[config.mk]
export PLATFORM = sky130hd
export DESIGN_NAME = pmpu_top
export DESIGN_NICKNAME = d
export VERILOG_FILES = /design/src/core/pmpu_pkg.sv /design/src/core/pmpu_top.sv
export SDC_FILE = /design/constraint.sdc
export NUM_CORES = 2
export LEC_CHECK = 0
export ABC_CLOCK_PERIOD_IN_PS = 6250
export BUFFER_PORTS_ARGS = -buffer_cell sky130_fd_sc_hd__buf_2
export CORE_UTILIZATION = 45
export DETAILED_ROUTE_END_ITERATION = 6
export PLACE_DENSITY_LB_ADDON = 0.08
export SYNTH_ARGS = -nofsm -noshare
export SYNTH_HDL_FRONTEND = slang
export SYNTH_SLANG_ARGS = --single-unit
[constraint.sdc]
create_clock -name i_clock -period 6.25 [get_ports i_clock]
set_clock_uncertainty 0.1 [all_clocks]
set_input_delay 0.625 -clock i_clock [delete_from_list [all_inputs] [get_ports i_clock]]
set_output_delay 0.625 -clock i_clock [all_outputs]
set_load 0.01 [all_outputs]
[src/core/pmpu_pkg.sv]
package pmpu_pkg;
  // Control instructions offered by the core
  typedef enum logic [3:0] {
    OP_NONE, OP_STATUS_LOAD, OP_STATUS_READ, OP_PAGE31_SET, OP_INIT_CHECK,
    OP_PAGE_CHECK, OP_SINGLE_CYCLE, OP_IO_RESET, OP_BLOCK_LOAD, OP_OTHER_IO
  } pmpu_op_e;
  // Status bit positions, vector index = 15 - printed bit
  localparam int ST_NME0 = 15;
  localparam int ST_MPN  = 14;
  localparam int ST_IOF  = 13;
  localparam int ST_WPF  = 12;
  localparam int ST_INDF = 11;
  localparam int ST_SC   = 10;
  localparam int ST_SELH = 9;
  localparam int ST_SELL = 7;
  localparam int ST_LEF  = 6;
  localparam int ST_IOP  = 5;
  localparam int ST_WP   = 4;
  localparam int ST_IND  = 3;
  localparam int ST_NME1 = 2;
  localparam int ST_DCH  = 1;
  localparam int ST_UE   = 0;
  localparam logic [15:0] ST_RESET    = 16'h0000;
  localparam logic [15:0] ST_IO_RESET_OP_KEEP = 16'h03f8; // Bits 6-12 survive
  // Table word layout
  localparam int TW_WP   = 15;
  localparam int TW_LPH  = 14;
  localparam int TW_LPL  = 10;
  localparam logic [4:0]  PAGE_31    = 5'h1f;
  localparam logic [9:0]  PPAGE_31   = 10'h01f;
  localparam logic [9:0]  PPAGE_LIM  = 10'h100; // 18-bit word space
  localparam logic [19:0] FAULT_VEC  = 20'h00003;
  localparam logic [2:0]  RET_WORDS  = 3'h5;
  localparam logic [3:0]  IND_LAST   = 4'hf;    // 16th level
  typedef struct packed {
    logic        valid;
    pmpu_op_e    op;
    logic [15:0] ac;
    logic [15:0] ac1;
    logic [15:0] ac2;
  } pmpu_cmd_s;
  typedef struct packed {
    logic        valid;
    logic        write;
    logic        indirect;
    logic        chan;
    logic [1:0]  chan_sel;
    logic [14:0] addr;
  } pmpu_ref_s;
  typedef struct packed {
    logic        req;
    logic        we;
    logic [19:0] addr;
    logic [15:0] wdata;
  } pmpu_mem_s;
  typedef struct packed {
    logic        done;
    logic [15:0] ac1;
    logic [15:0] ac2;
  } pmpu_bml_s;
  typedef struct packed {
    logic        valid;
    logic [15:0] data;
  } pmpu_word_s;
endpackage : pmpu_pkg

[src/core/pmpu_top.sv]
`timescale 1ns/1ps
// Function
// - Fault disables user map, pushes five words
// - Then jump through word three
// - Out-of-range read undefined, write silently dropped
// - Mapped effective-address mode turns I/O into load
// - Block load ignores effective-address mode
// - Power up unmapped, page 31 identity
// - I/O reset unmaps, stops channel, page 31
// - Mapped control ops other than block load need both protections off
// - Mapped single cycle unmaps after next reference
// - Protected block load faults, changes nothing
// - Ascending load, count down, address up
// - Table select field picks loaded table
// - Word holds protect, logical, physical fields
// - Protect plus all-ones physical means invalid
// - Channel references never fault
// - Next fetch uses freshly loaded translation
// - Status load copies accumulator, user select
// - Select codes A C B D, then channels
// - Bits 9-12 protections, bit 14 channel
// - User enable inhibits interrupts until trigger
// - Status read; reset clears listed bits
// - Sixteen-deep indirect chain faults when enabled
// - Write to protected page faults when enabled
// - Invalid user page faults, except in single cycle (no access)
// - Status records last fault cause
module pmpu_top import pmpu_pkg::*; (
  input  wire logic        i_clock,
  input  wire logic        i_rst,
  input  wire pmpu_cmd_s   i_cmd,       // Control instruction
  input  wire pmpu_ref_s   i_ref,       // Memory reference
  input  wire logic        i_ret_op,    // Return-type instruction seen
  input  wire logic [15:0] i_next_pc,   // Word after current instruction
  input  wire logic [15:0] i_sp,        // Stack pointer
  input  wire logic [63:0] i_acs,       // Accumulators 0-3, 0 high
  input  wire logic        i_mem_ack,   // Memory finished request
  input  wire logic [15:0] i_mem_rdata, // Read data with ack
  output pmpu_mem_s        o_mem,
  output pmpu_word_s       o_ac,        // Status read / page check
  output pmpu_bml_s        o_bml,
  output pmpu_word_s       o_jump,      // Handler address
  output logic             o_fault,
  output logic             o_lef_exec,
  output logic             o_irq_inhibit,
  output logic             o_busy
);
  typedef enum {S_IDLE, S_REF, S_PUSH, S_VEC, S_LOAD} pmpu_st_e;

  // Selection codes A=0 C=1 B=2 D=3, so pairs are swapped
  function automatic logic [2:0] pmpu_idx(input logic ch, input logic [1:0] s);
    return {ch, s[0], s[1]};
  endfunction : pmpu_idx

  pmpu_st_e    st_reg, st_next;           // Sequencer state
  logic [15:0] stat_reg, stat_next;       // Status register
  logic        xl_reg, xl_next;           // User translation on
  logic        uew_reg, uew_next;         // Waiting to start mapping
  logic        sc_reg, sc_next;           // Single cycle armed
  logic [9:0]  p31_reg, p31_next;         // Unmapped page 31 target
  logic [4:0]  chk_reg, chk_next;         // Page to check
  logic [3:0]  ind_reg, ind_next;         // Indirect chain depth
  logic [2:0]  wc_reg, wc_next;           // Words pushed
  logic [15:0] cnt_reg, cnt_next;         // Block load count
  logic [15:0] adr_reg, adr_next;         // Block load address
  logic [79:0] frm_reg, frm_next;         // Return block
  pmpu_mem_s   mem_reg, mem_next;
  pmpu_word_s  ac_reg, ac_next, jmp_reg, jmp_next;
  pmpu_bml_s   bml_reg, bml_next;
  logic        flt_reg, flt_next, lef_reg, lef_next;
  logic        irq_reg, irq_next, bsy_reg, bsy_next; // Registered level outputs
  logic [10:0] tbl [8][32];               // Protect + physical page
  logic        tw_en;
  logic [2:0]  tw_t;
  logic [4:0]  tw_p;
  logic [10:0] tw_d;
  logic        cmd_go;                    // Control op carried out
  logic [10:0] ent;
  logic [9:0]  pp;
  logic        inval, flt, cpu_map;
  logic [15:0] cause;

  // Next-state logic for the whole unit
  always_comb begin
    st_next = st_reg;  stat_next = stat_reg;  xl_next = xl_reg;
    uew_next = uew_reg;  sc_next = sc_reg;  p31_next = p31_reg;
    chk_next = chk_reg;  ind_next = ind_reg;  wc_next = wc_reg;
    cnt_next = cnt_reg;  adr_next = adr_reg;  frm_next = frm_reg;
    mem_next = mem_reg;  ac_next = '0;  jmp_next = '0;  bml_next = '0;
    flt_next = 1'b0;  lef_next = 1'b0;
    tw_en = 1'b0;  tw_t = stat_reg[ST_SELH:ST_SELL];
    tw_p = i_mem_rdata[TW_LPH:TW_LPL];
    tw_d = {i_mem_rdata[TW_WP], i_mem_rdata[9:0]};
    cmd_go = 1'b0;  flt = 1'b0;  cause = '0;
    cpu_map = xl_reg | sc_reg;
    // Pick the entry; user ordinal has printed bit 0 as high digit
    if (i_ref.chan)
      ent = tbl[pmpu_idx(1'b1, i_ref.chan_sel)][i_ref.addr[14:10]];
    else
      ent = tbl[pmpu_idx(1'b0, {stat_reg[ST_NME0], stat_reg[ST_NME1]})][i_ref.addr[14:10]];
    inval = ent[10] & (&ent[9:0]);
    if (i_ref.chan ? stat_reg[ST_DCH] : cpu_map)
      pp = ent[9:0];
    else if (i_ref.addr[14:10] == PAGE_31)
      pp = p31_reg;
    else
      pp = {5'h00, i_ref.addr[14:10]};
    unique case (st_reg)
      S_IDLE: begin
        if (i_cmd.valid) begin
          if (xl_reg && stat_reg[ST_LEF] && i_cmd.op != OP_BLOCK_LOAD)
            lef_next = 1'b1;
          else if (xl_reg && stat_reg[ST_IOP] && i_cmd.op != OP_NONE) begin
            flt = 1'b1;
            cause[ST_IOF] = 1'b1;
          end else begin
            cmd_go = 1'b1;
            unique case (i_cmd.op)
              OP_STATUS_LOAD: begin
                // Reserved 1-5 hold state and causes
                stat_next = {i_cmd.ac[15], stat_reg[14:10], i_cmd.ac[9:0]};
                uew_next = i_cmd.ac[ST_UE];
                if (!i_cmd.ac[ST_UE])
                  xl_next = 1'b0;
              end
              OP_STATUS_READ:
                ac_next = '{1'b1, {stat_reg[15], xl_reg, stat_reg[13:0]}};
              OP_INIT_CHECK: begin
                chk_next = i_cmd.ac[TW_LPH:TW_LPL];
                stat_next[ST_SELH:ST_SELL] = i_cmd.ac[ST_SELH:ST_SELL];
              end
              OP_PAGE_CHECK: begin
                ac_next.valid = 1'b1; // Tables untouched
                ac_next.data = {tbl[stat_reg[ST_SELH:ST_SELL]][chk_reg][10],
                                stat_reg[ST_SELH:ST_SELL], 2'b00,
                                tbl[stat_reg[ST_SELH:ST_SELL]][chk_reg][9:0]};
              end
              OP_PAGE31_SET:
                if (!xl_reg)
                  p31_next = i_cmd.ac[9:0];
              OP_SINGLE_CYCLE: begin
                sc_next = 1'b1;
                stat_next[ST_SC] = 1'b1;
              end
              OP_IO_RESET: begin
                stat_next = stat_reg & ST_IO_RESET_OP_KEEP;
                xl_next = 1'b0;
                uew_next = 1'b0;
                sc_next = 1'b0;
                p31_next = PPAGE_31;
              end
              OP_BLOCK_LOAD: begin
                cnt_next = i_cmd.ac1; // Source already resolved
                adr_next = i_cmd.ac2;
                st_next = S_LOAD;
              end
              default: ;
            endcase
          end
        end else if (i_ref.valid) begin
          // Faults only for mapped CPU references
          if (!i_ref.chan && cpu_map && !sc_reg) begin
            if (inval)
              flt = 1'b1;
            else if (i_ref.write && stat_reg[ST_WP] && ent[10]) begin
              flt = 1'b1;
              cause[ST_WPF] = 1'b1;
            end else if (i_ref.indirect && stat_reg[ST_IND] && ind_reg == IND_LAST) begin
              flt = 1'b1;
              cause[ST_INDF] = 1'b1;
            end
          end
          ind_next = i_ref.indirect ? ind_reg + 4'h1 : 4'h0;
          if (uew_reg && i_ref.indirect) begin
            uew_next = 1'b0;
            xl_next = 1'b1;
          end
          if (!flt) begin
            // Invalid single-cycle page or high write: no access
            mem_next.req = !(sc_reg && inval && !i_ref.chan) &&
                           !(i_ref.write && pp >= PPAGE_LIM);
            mem_next.we = i_ref.write;
            mem_next.addr = {pp, i_ref.addr[9:0]};
            mem_next.wdata = '0;
            st_next = mem_next.req ? S_REF : S_IDLE;
            if (!mem_next.req && sc_reg) begin
              sc_next = 1'b0;
              xl_next = 1'b0;
            end
          end
        end else if (i_ret_op && uew_reg) begin
          uew_next = 1'b0;
          xl_next = 1'b1;
        end
      end
      S_REF:
        if (i_mem_ack) begin
          mem_next.req = 1'b0;
          st_next = S_IDLE;
          if (sc_reg) begin
            sc_next = 1'b0;
            xl_next = 1'b0;
          end
        end
      S_PUSH:
        if (i_mem_ack) begin
          wc_next = wc_reg + 3'h1;
          frm_next = {frm_reg[63:0], 16'h0000};
          mem_next.addr = {4'h0, i_sp + {13'h0000, wc_reg} + 16'h0002};
          mem_next.wdata = frm_reg[79:64]; // Oldest unpushed word
          if (wc_reg + 3'h1 == RET_WORDS) begin
            mem_next = '{1'b1, 1'b0, FAULT_VEC, 16'h0000};
            st_next = S_VEC;
          end
        end
      S_VEC:
        if (i_mem_ack) begin
          mem_next.req = 1'b0;
          jmp_next = '{1'b1, i_mem_rdata};
          st_next = S_IDLE;
        end
      S_LOAD: begin
        if (mem_reg.req && i_mem_ack) begin
          tw_en = 1'b1; // Live at once for next fetch
          cnt_next = cnt_reg - 16'h0001;
          adr_next = adr_reg + 16'h0001;
          mem_next.req = 1'b0;
        end else if (!mem_reg.req) begin
          if (cnt_reg == 16'h0000) begin
            bml_next = '{1'b1, cnt_reg, adr_reg};
            st_next = S_IDLE;
          end else
            mem_next = '{1'b1, 1'b0, {5'h00, adr_reg[14:0]}, 16'h0000};
        end
      end
    endcase
    // Fault entry: drop the map and start the push
    if (flt) begin
      xl_next = 1'b0;
      uew_next = 1'b0;
      flt_next = 1'b1;
      stat_next[ST_IOF:ST_INDF] = cause[ST_IOF:ST_INDF];
      mem_next = '{1'b1, 1'b1, {4'h0, i_sp + 16'h0001}, i_acs[63:48]};
      frm_next = {i_acs[47:0], i_next_pc, 16'h0000};
      wc_next = 3'h0;
      st_next = S_PUSH;
    end
    // Level outputs follow the next state so they leave a flop
    irq_next = uew_next | sc_next;
    bsy_next = (st_next != S_IDLE);
  end

  // State registers; power up in unmapped mode
  always_ff @(posedge i_clock) begin
    if (i_rst) begin
      st_reg <= S_IDLE;  stat_reg <= ST_RESET;  xl_reg <= 1'b0;
      uew_reg <= 1'b0;  sc_reg <= 1'b0;  p31_reg <= PPAGE_31;
      chk_reg <= '0;  ind_reg <= '0;  wc_reg <= '0;  cnt_reg <= '0;
      adr_reg <= '0;  frm_reg <= '0;  mem_reg <= '0;  ac_reg <= '0;
      jmp_reg <= '0;  bml_reg <= '0;  flt_reg <= 1'b0;  lef_reg <= 1'b0;
      irq_reg <= 1'b0;  bsy_reg <= 1'b0;
    end else begin
      st_reg <= st_next;  stat_reg <= stat_next;  xl_reg <= xl_next;
      uew_reg <= uew_next;  sc_reg <= sc_next;  p31_reg <= p31_next;
      chk_reg <= chk_next;  ind_reg <= ind_next;  wc_reg <= wc_next;
      cnt_reg <= cnt_next;  adr_reg <= adr_next;  frm_reg <= frm_next;
      mem_reg <= mem_next;  ac_reg <= ac_next;  jmp_reg <= jmp_next;
      bml_reg <= bml_next;  flt_reg <= flt_next;  lef_reg <= lef_next;
      irq_reg <= irq_next;  bsy_reg <= bsy_next;
    end
  end

  // Tables hold no reset: contents start undefined
  always_ff @(posedge i_clock) begin
    if (tw_en)
      tbl[tw_t][tw_p] <= tw_d;
  end

  assign o_mem = mem_reg;
  assign o_ac = ac_reg;
  assign o_bml = bml_reg;
  assign o_jump = jmp_reg;
  assign o_fault = flt_reg;
  assign o_lef_exec = lef_reg;
  assign o_irq_inhibit = irq_reg;
  assign o_busy = bsy_reg;
endmodule : pmpu_top

==> flow_summary.ini <==
[critical_path]
crit_arrival_ps = 6900
criticalPathCategory = flop to flop
r2r-end = o_mem[19]
cp.required_ps = 6960
r2r_cells = 16
startpoint_type = flop
reg2reg_slack_ps = 60
cp-end-kind = flop
cp_max_fo = 37

[detailed_routing]
vias_per_cell = 6.86
drt_first_pass_iters = 6
routedWlPerCell_um = 41.7
wirelength_mm = 545
first_iter_violations = 14200
vias = 89600
drc_errors = 0
postRouteAntennaNets = 0

[pwr]
p_sw_uw = 10600
p_leak_uw = 0.0522
power.density_nw_per_um2 = 276
combPwrFrac = 0.066
p_sw_frac = 0.231
ir_worst_vdd_mv = 0.237
cellInternalPower_uw = 35300
clkPwrFrac = 0.441
share_seq_of_total_power = 0.494

[synth]
syn-cell-area_um2 = 144000
synthTopCellsByCount = 2816 x edfxtp_1, 1541 x mux4_2, 530 x nor2_1, 308 x mux2i_1, 303 x nand2_1
synth_cells = 7754
yosysTopAreaCellShare = 0.586
synth_largest_area_cell = edfxtp_1
synth_seq_cells = 3098
yosysMostFrequentCell = edfxtp_1
synth_edf_count = 2816
synth-seq-area-share = 0.626
synth_area_leaders = edfxtp_1 59%, mux4_2 24%, dfxtp_1 3.9%
synth_area_per_cell_um2 = 18.6
yosys_most_used_dff = edfxtp_1
async_flop_share = 0
yosysWarnings = 0
synth_cell_type_count = 105

[sta]
setup_viol = 0
slew_headroom = 0.119
hold_violations = 0
period_minus_slack_ps = 6190
worstMarginPinSlew_ps = 1320
finalMaxSlewViolations = 0
min_period_over_period = 0.991
grt_setup_unrepaired = false
fmax_mhz = 162
setup_tns_ps = 0

[cts]
root_buffer = clkbuf_16
clkTransAtPathRegs_ps = 60
clock_path_buffers = 4
cts_inserted_buffers = 345
clk_latency_ps = 960
cts_tree = built
cts.sinks = 3098
cts_max_level = 5

[grt]
grt_max_degree = 161
overflow = 0
grt_util_met2 = 0.482
busiest_layer = met2
use_met3 = 0.0931
grt_pass1_wl_mm = 739
first_global_vias = 86500
globalRouteMet1Util = 0.474
grt_use_total = 0.334
antenna_found_initial = 51

[min_path]
hold_path_end = tbl[5][23]
hold_depth = 1
min_path_type = input pin to flop
hp-start = i_mem_rdata[1]

[final_layout]
layout-drive-gt1-share = 0.350
finalCoreUtilization = 0.523
nets = 8784
regArea_um2 = 90200
multiInputGateArea_um2 = 50700
nFillCells = 25300
largest_reg_flops = 2816
area_growth_pct = 15.4

[run_status]
outcome = completed

[floorplanning]
fp.dieW_um = 568
dieArea_um2 = 323000
start_util = 0.453
fp.dieH_um = 568
num_io_pins = 299
rows = 207
core_area_um2 = 318000

[placed_design]
detailed_place_hpwl_mm = 376
place_congestion = 0.995
io_buffers = 298

[run]
maxCapViolCount = 0
[power groups by stage]
stage	clock network [uW]	logic (uW)	registers (uW)
5_1_grt	21100	3060	22700
6_report	20200	3020	22700
3_5_place_dp	0	2870	23100
2_1_floorplan	0	1300	23100
3_3_place_gp	0	2860	23100
4_1_cts	20400	2950	22700
[cell usage in the layout, fill, tap and decap left out, drive strengths merged, types with 45 or more instances in the layout]
cell type | Yosys | final
a211oi | 48 | 48
a21oi | 210 | 210
a221oi | 51 | 51
a22oi | 97 | 97
and2 | 66 | 66
buf | 317 | 932
clkbuf | 295 | 440
clkinv | 2 | 134
dfxtp | 282 | 282
dlygate4sd3 | 1 | 148
edfxtp | 2816 | 2816
inv | 48 | 62
mux2 | 45 | 45
mux2i | 308 | 308
mux4 | 1551 | 1551
nand2 | 304 | 304
nand3 | 63 | 63
nor2 | 536 | 536
nor2b | 45 | 45
nor3 | 48 | 48
o21ai | 115 | 115
[worst max-delay path by stage]
stage / end / slack [ps]
finish: o_mem[19] / 60
global route: o_irq_inhibit / 10
CTS: o_mem[19] / 230
detailed placement: o_mem[18] / 100
global placement: o_mem[18] / 140
floorplan: o_mem[24] / 2270
[final cells by class]
cell class	instances	share of cell area
Inverter	50	0.00117
Antenna cell	33	0.000496
Clock buffer	439	0.0555
Clock inverter	185	0.0104
Sequential cell	3098	0.542
Multi-Input combinational cell	4005	0.304
Tap cell	4180	0.0314
Timing Repair Buffer	1081	0.0544
[metrics by stage]
stage | instance area, um2 | hold WS, ps | std cells | setup slack (ps) | power [uW]
after floorplan | 144000 | 330 | 7767 | 2270 | 24400
after global placement | 154000 | 341 | 12300 | 139 | 26000
after detailed placement | 154000 | 349 | 12300 | 96.9 | 26000
after CTS | 166000 | 8.03 | 13000 | 231 | 46100
after global routing | 166000 | 27.0 | 13000 | 11.7 | 46900
final | 166000 | 47.5 | 13100 | 59.1 | 45900
[layer usage]
metal / part of all wire / vias to the layer above
met5: 0.00050 / -
met4: 0.050 / 12
met1: 0.39 / 48200
met3: 0.12 / 944
met2: 0.44 / 6064
li1: - / 34400
[worst max-delay path: stages, from the launching register on]
cell,delay (ps)
dfxtp_4,760
buf_12,370
mux4_2,650
mux2i_1,590
o22ai_1,150
nor4_1,790
buf_4,250
o31ai_1,80
a32oi_1,480
nor4_4,170
nand4_1,180
a21oi_4,110
buf_12,200
buf_12,170
mux2i_1,160
dlygate4sd3_1,570
a31oi_1,80
[what timing repair did]
item                                    4_1_cts  5_1_grt
hold endpoints to repair                    215        0
gates resized for setup                       0        1
hold buffers                                148        0
endpoints found under the setup margin        0        1
setup buffers                                 0        1
[cells by family (layout without fill, tap and decap cells)]
| family | Yosys count | after routing | share of synthesized area |
|---|---|---|---|
| XOR/XNOR | 30 | 30 | 0.00182 |
| flip-flops | 3098 | 3098 | 0.626 |
| multiplexers | 1904 | 1904 | 0.267 |
| AND/OR/NAND/NOR | 1218 | 1218 | 0.0387 |
| adder cells (fa/ha/maj) | 13 | 13 | 0.00118 |
| other | 1 | 47 | 0.0000260 |
| AO/OA/AOI/OAI | 826 | 826 | 0.0403 |
| buffers and inverters | 664 | 1755 | 0.0251 |
Power figures use the tool's default switching activity.
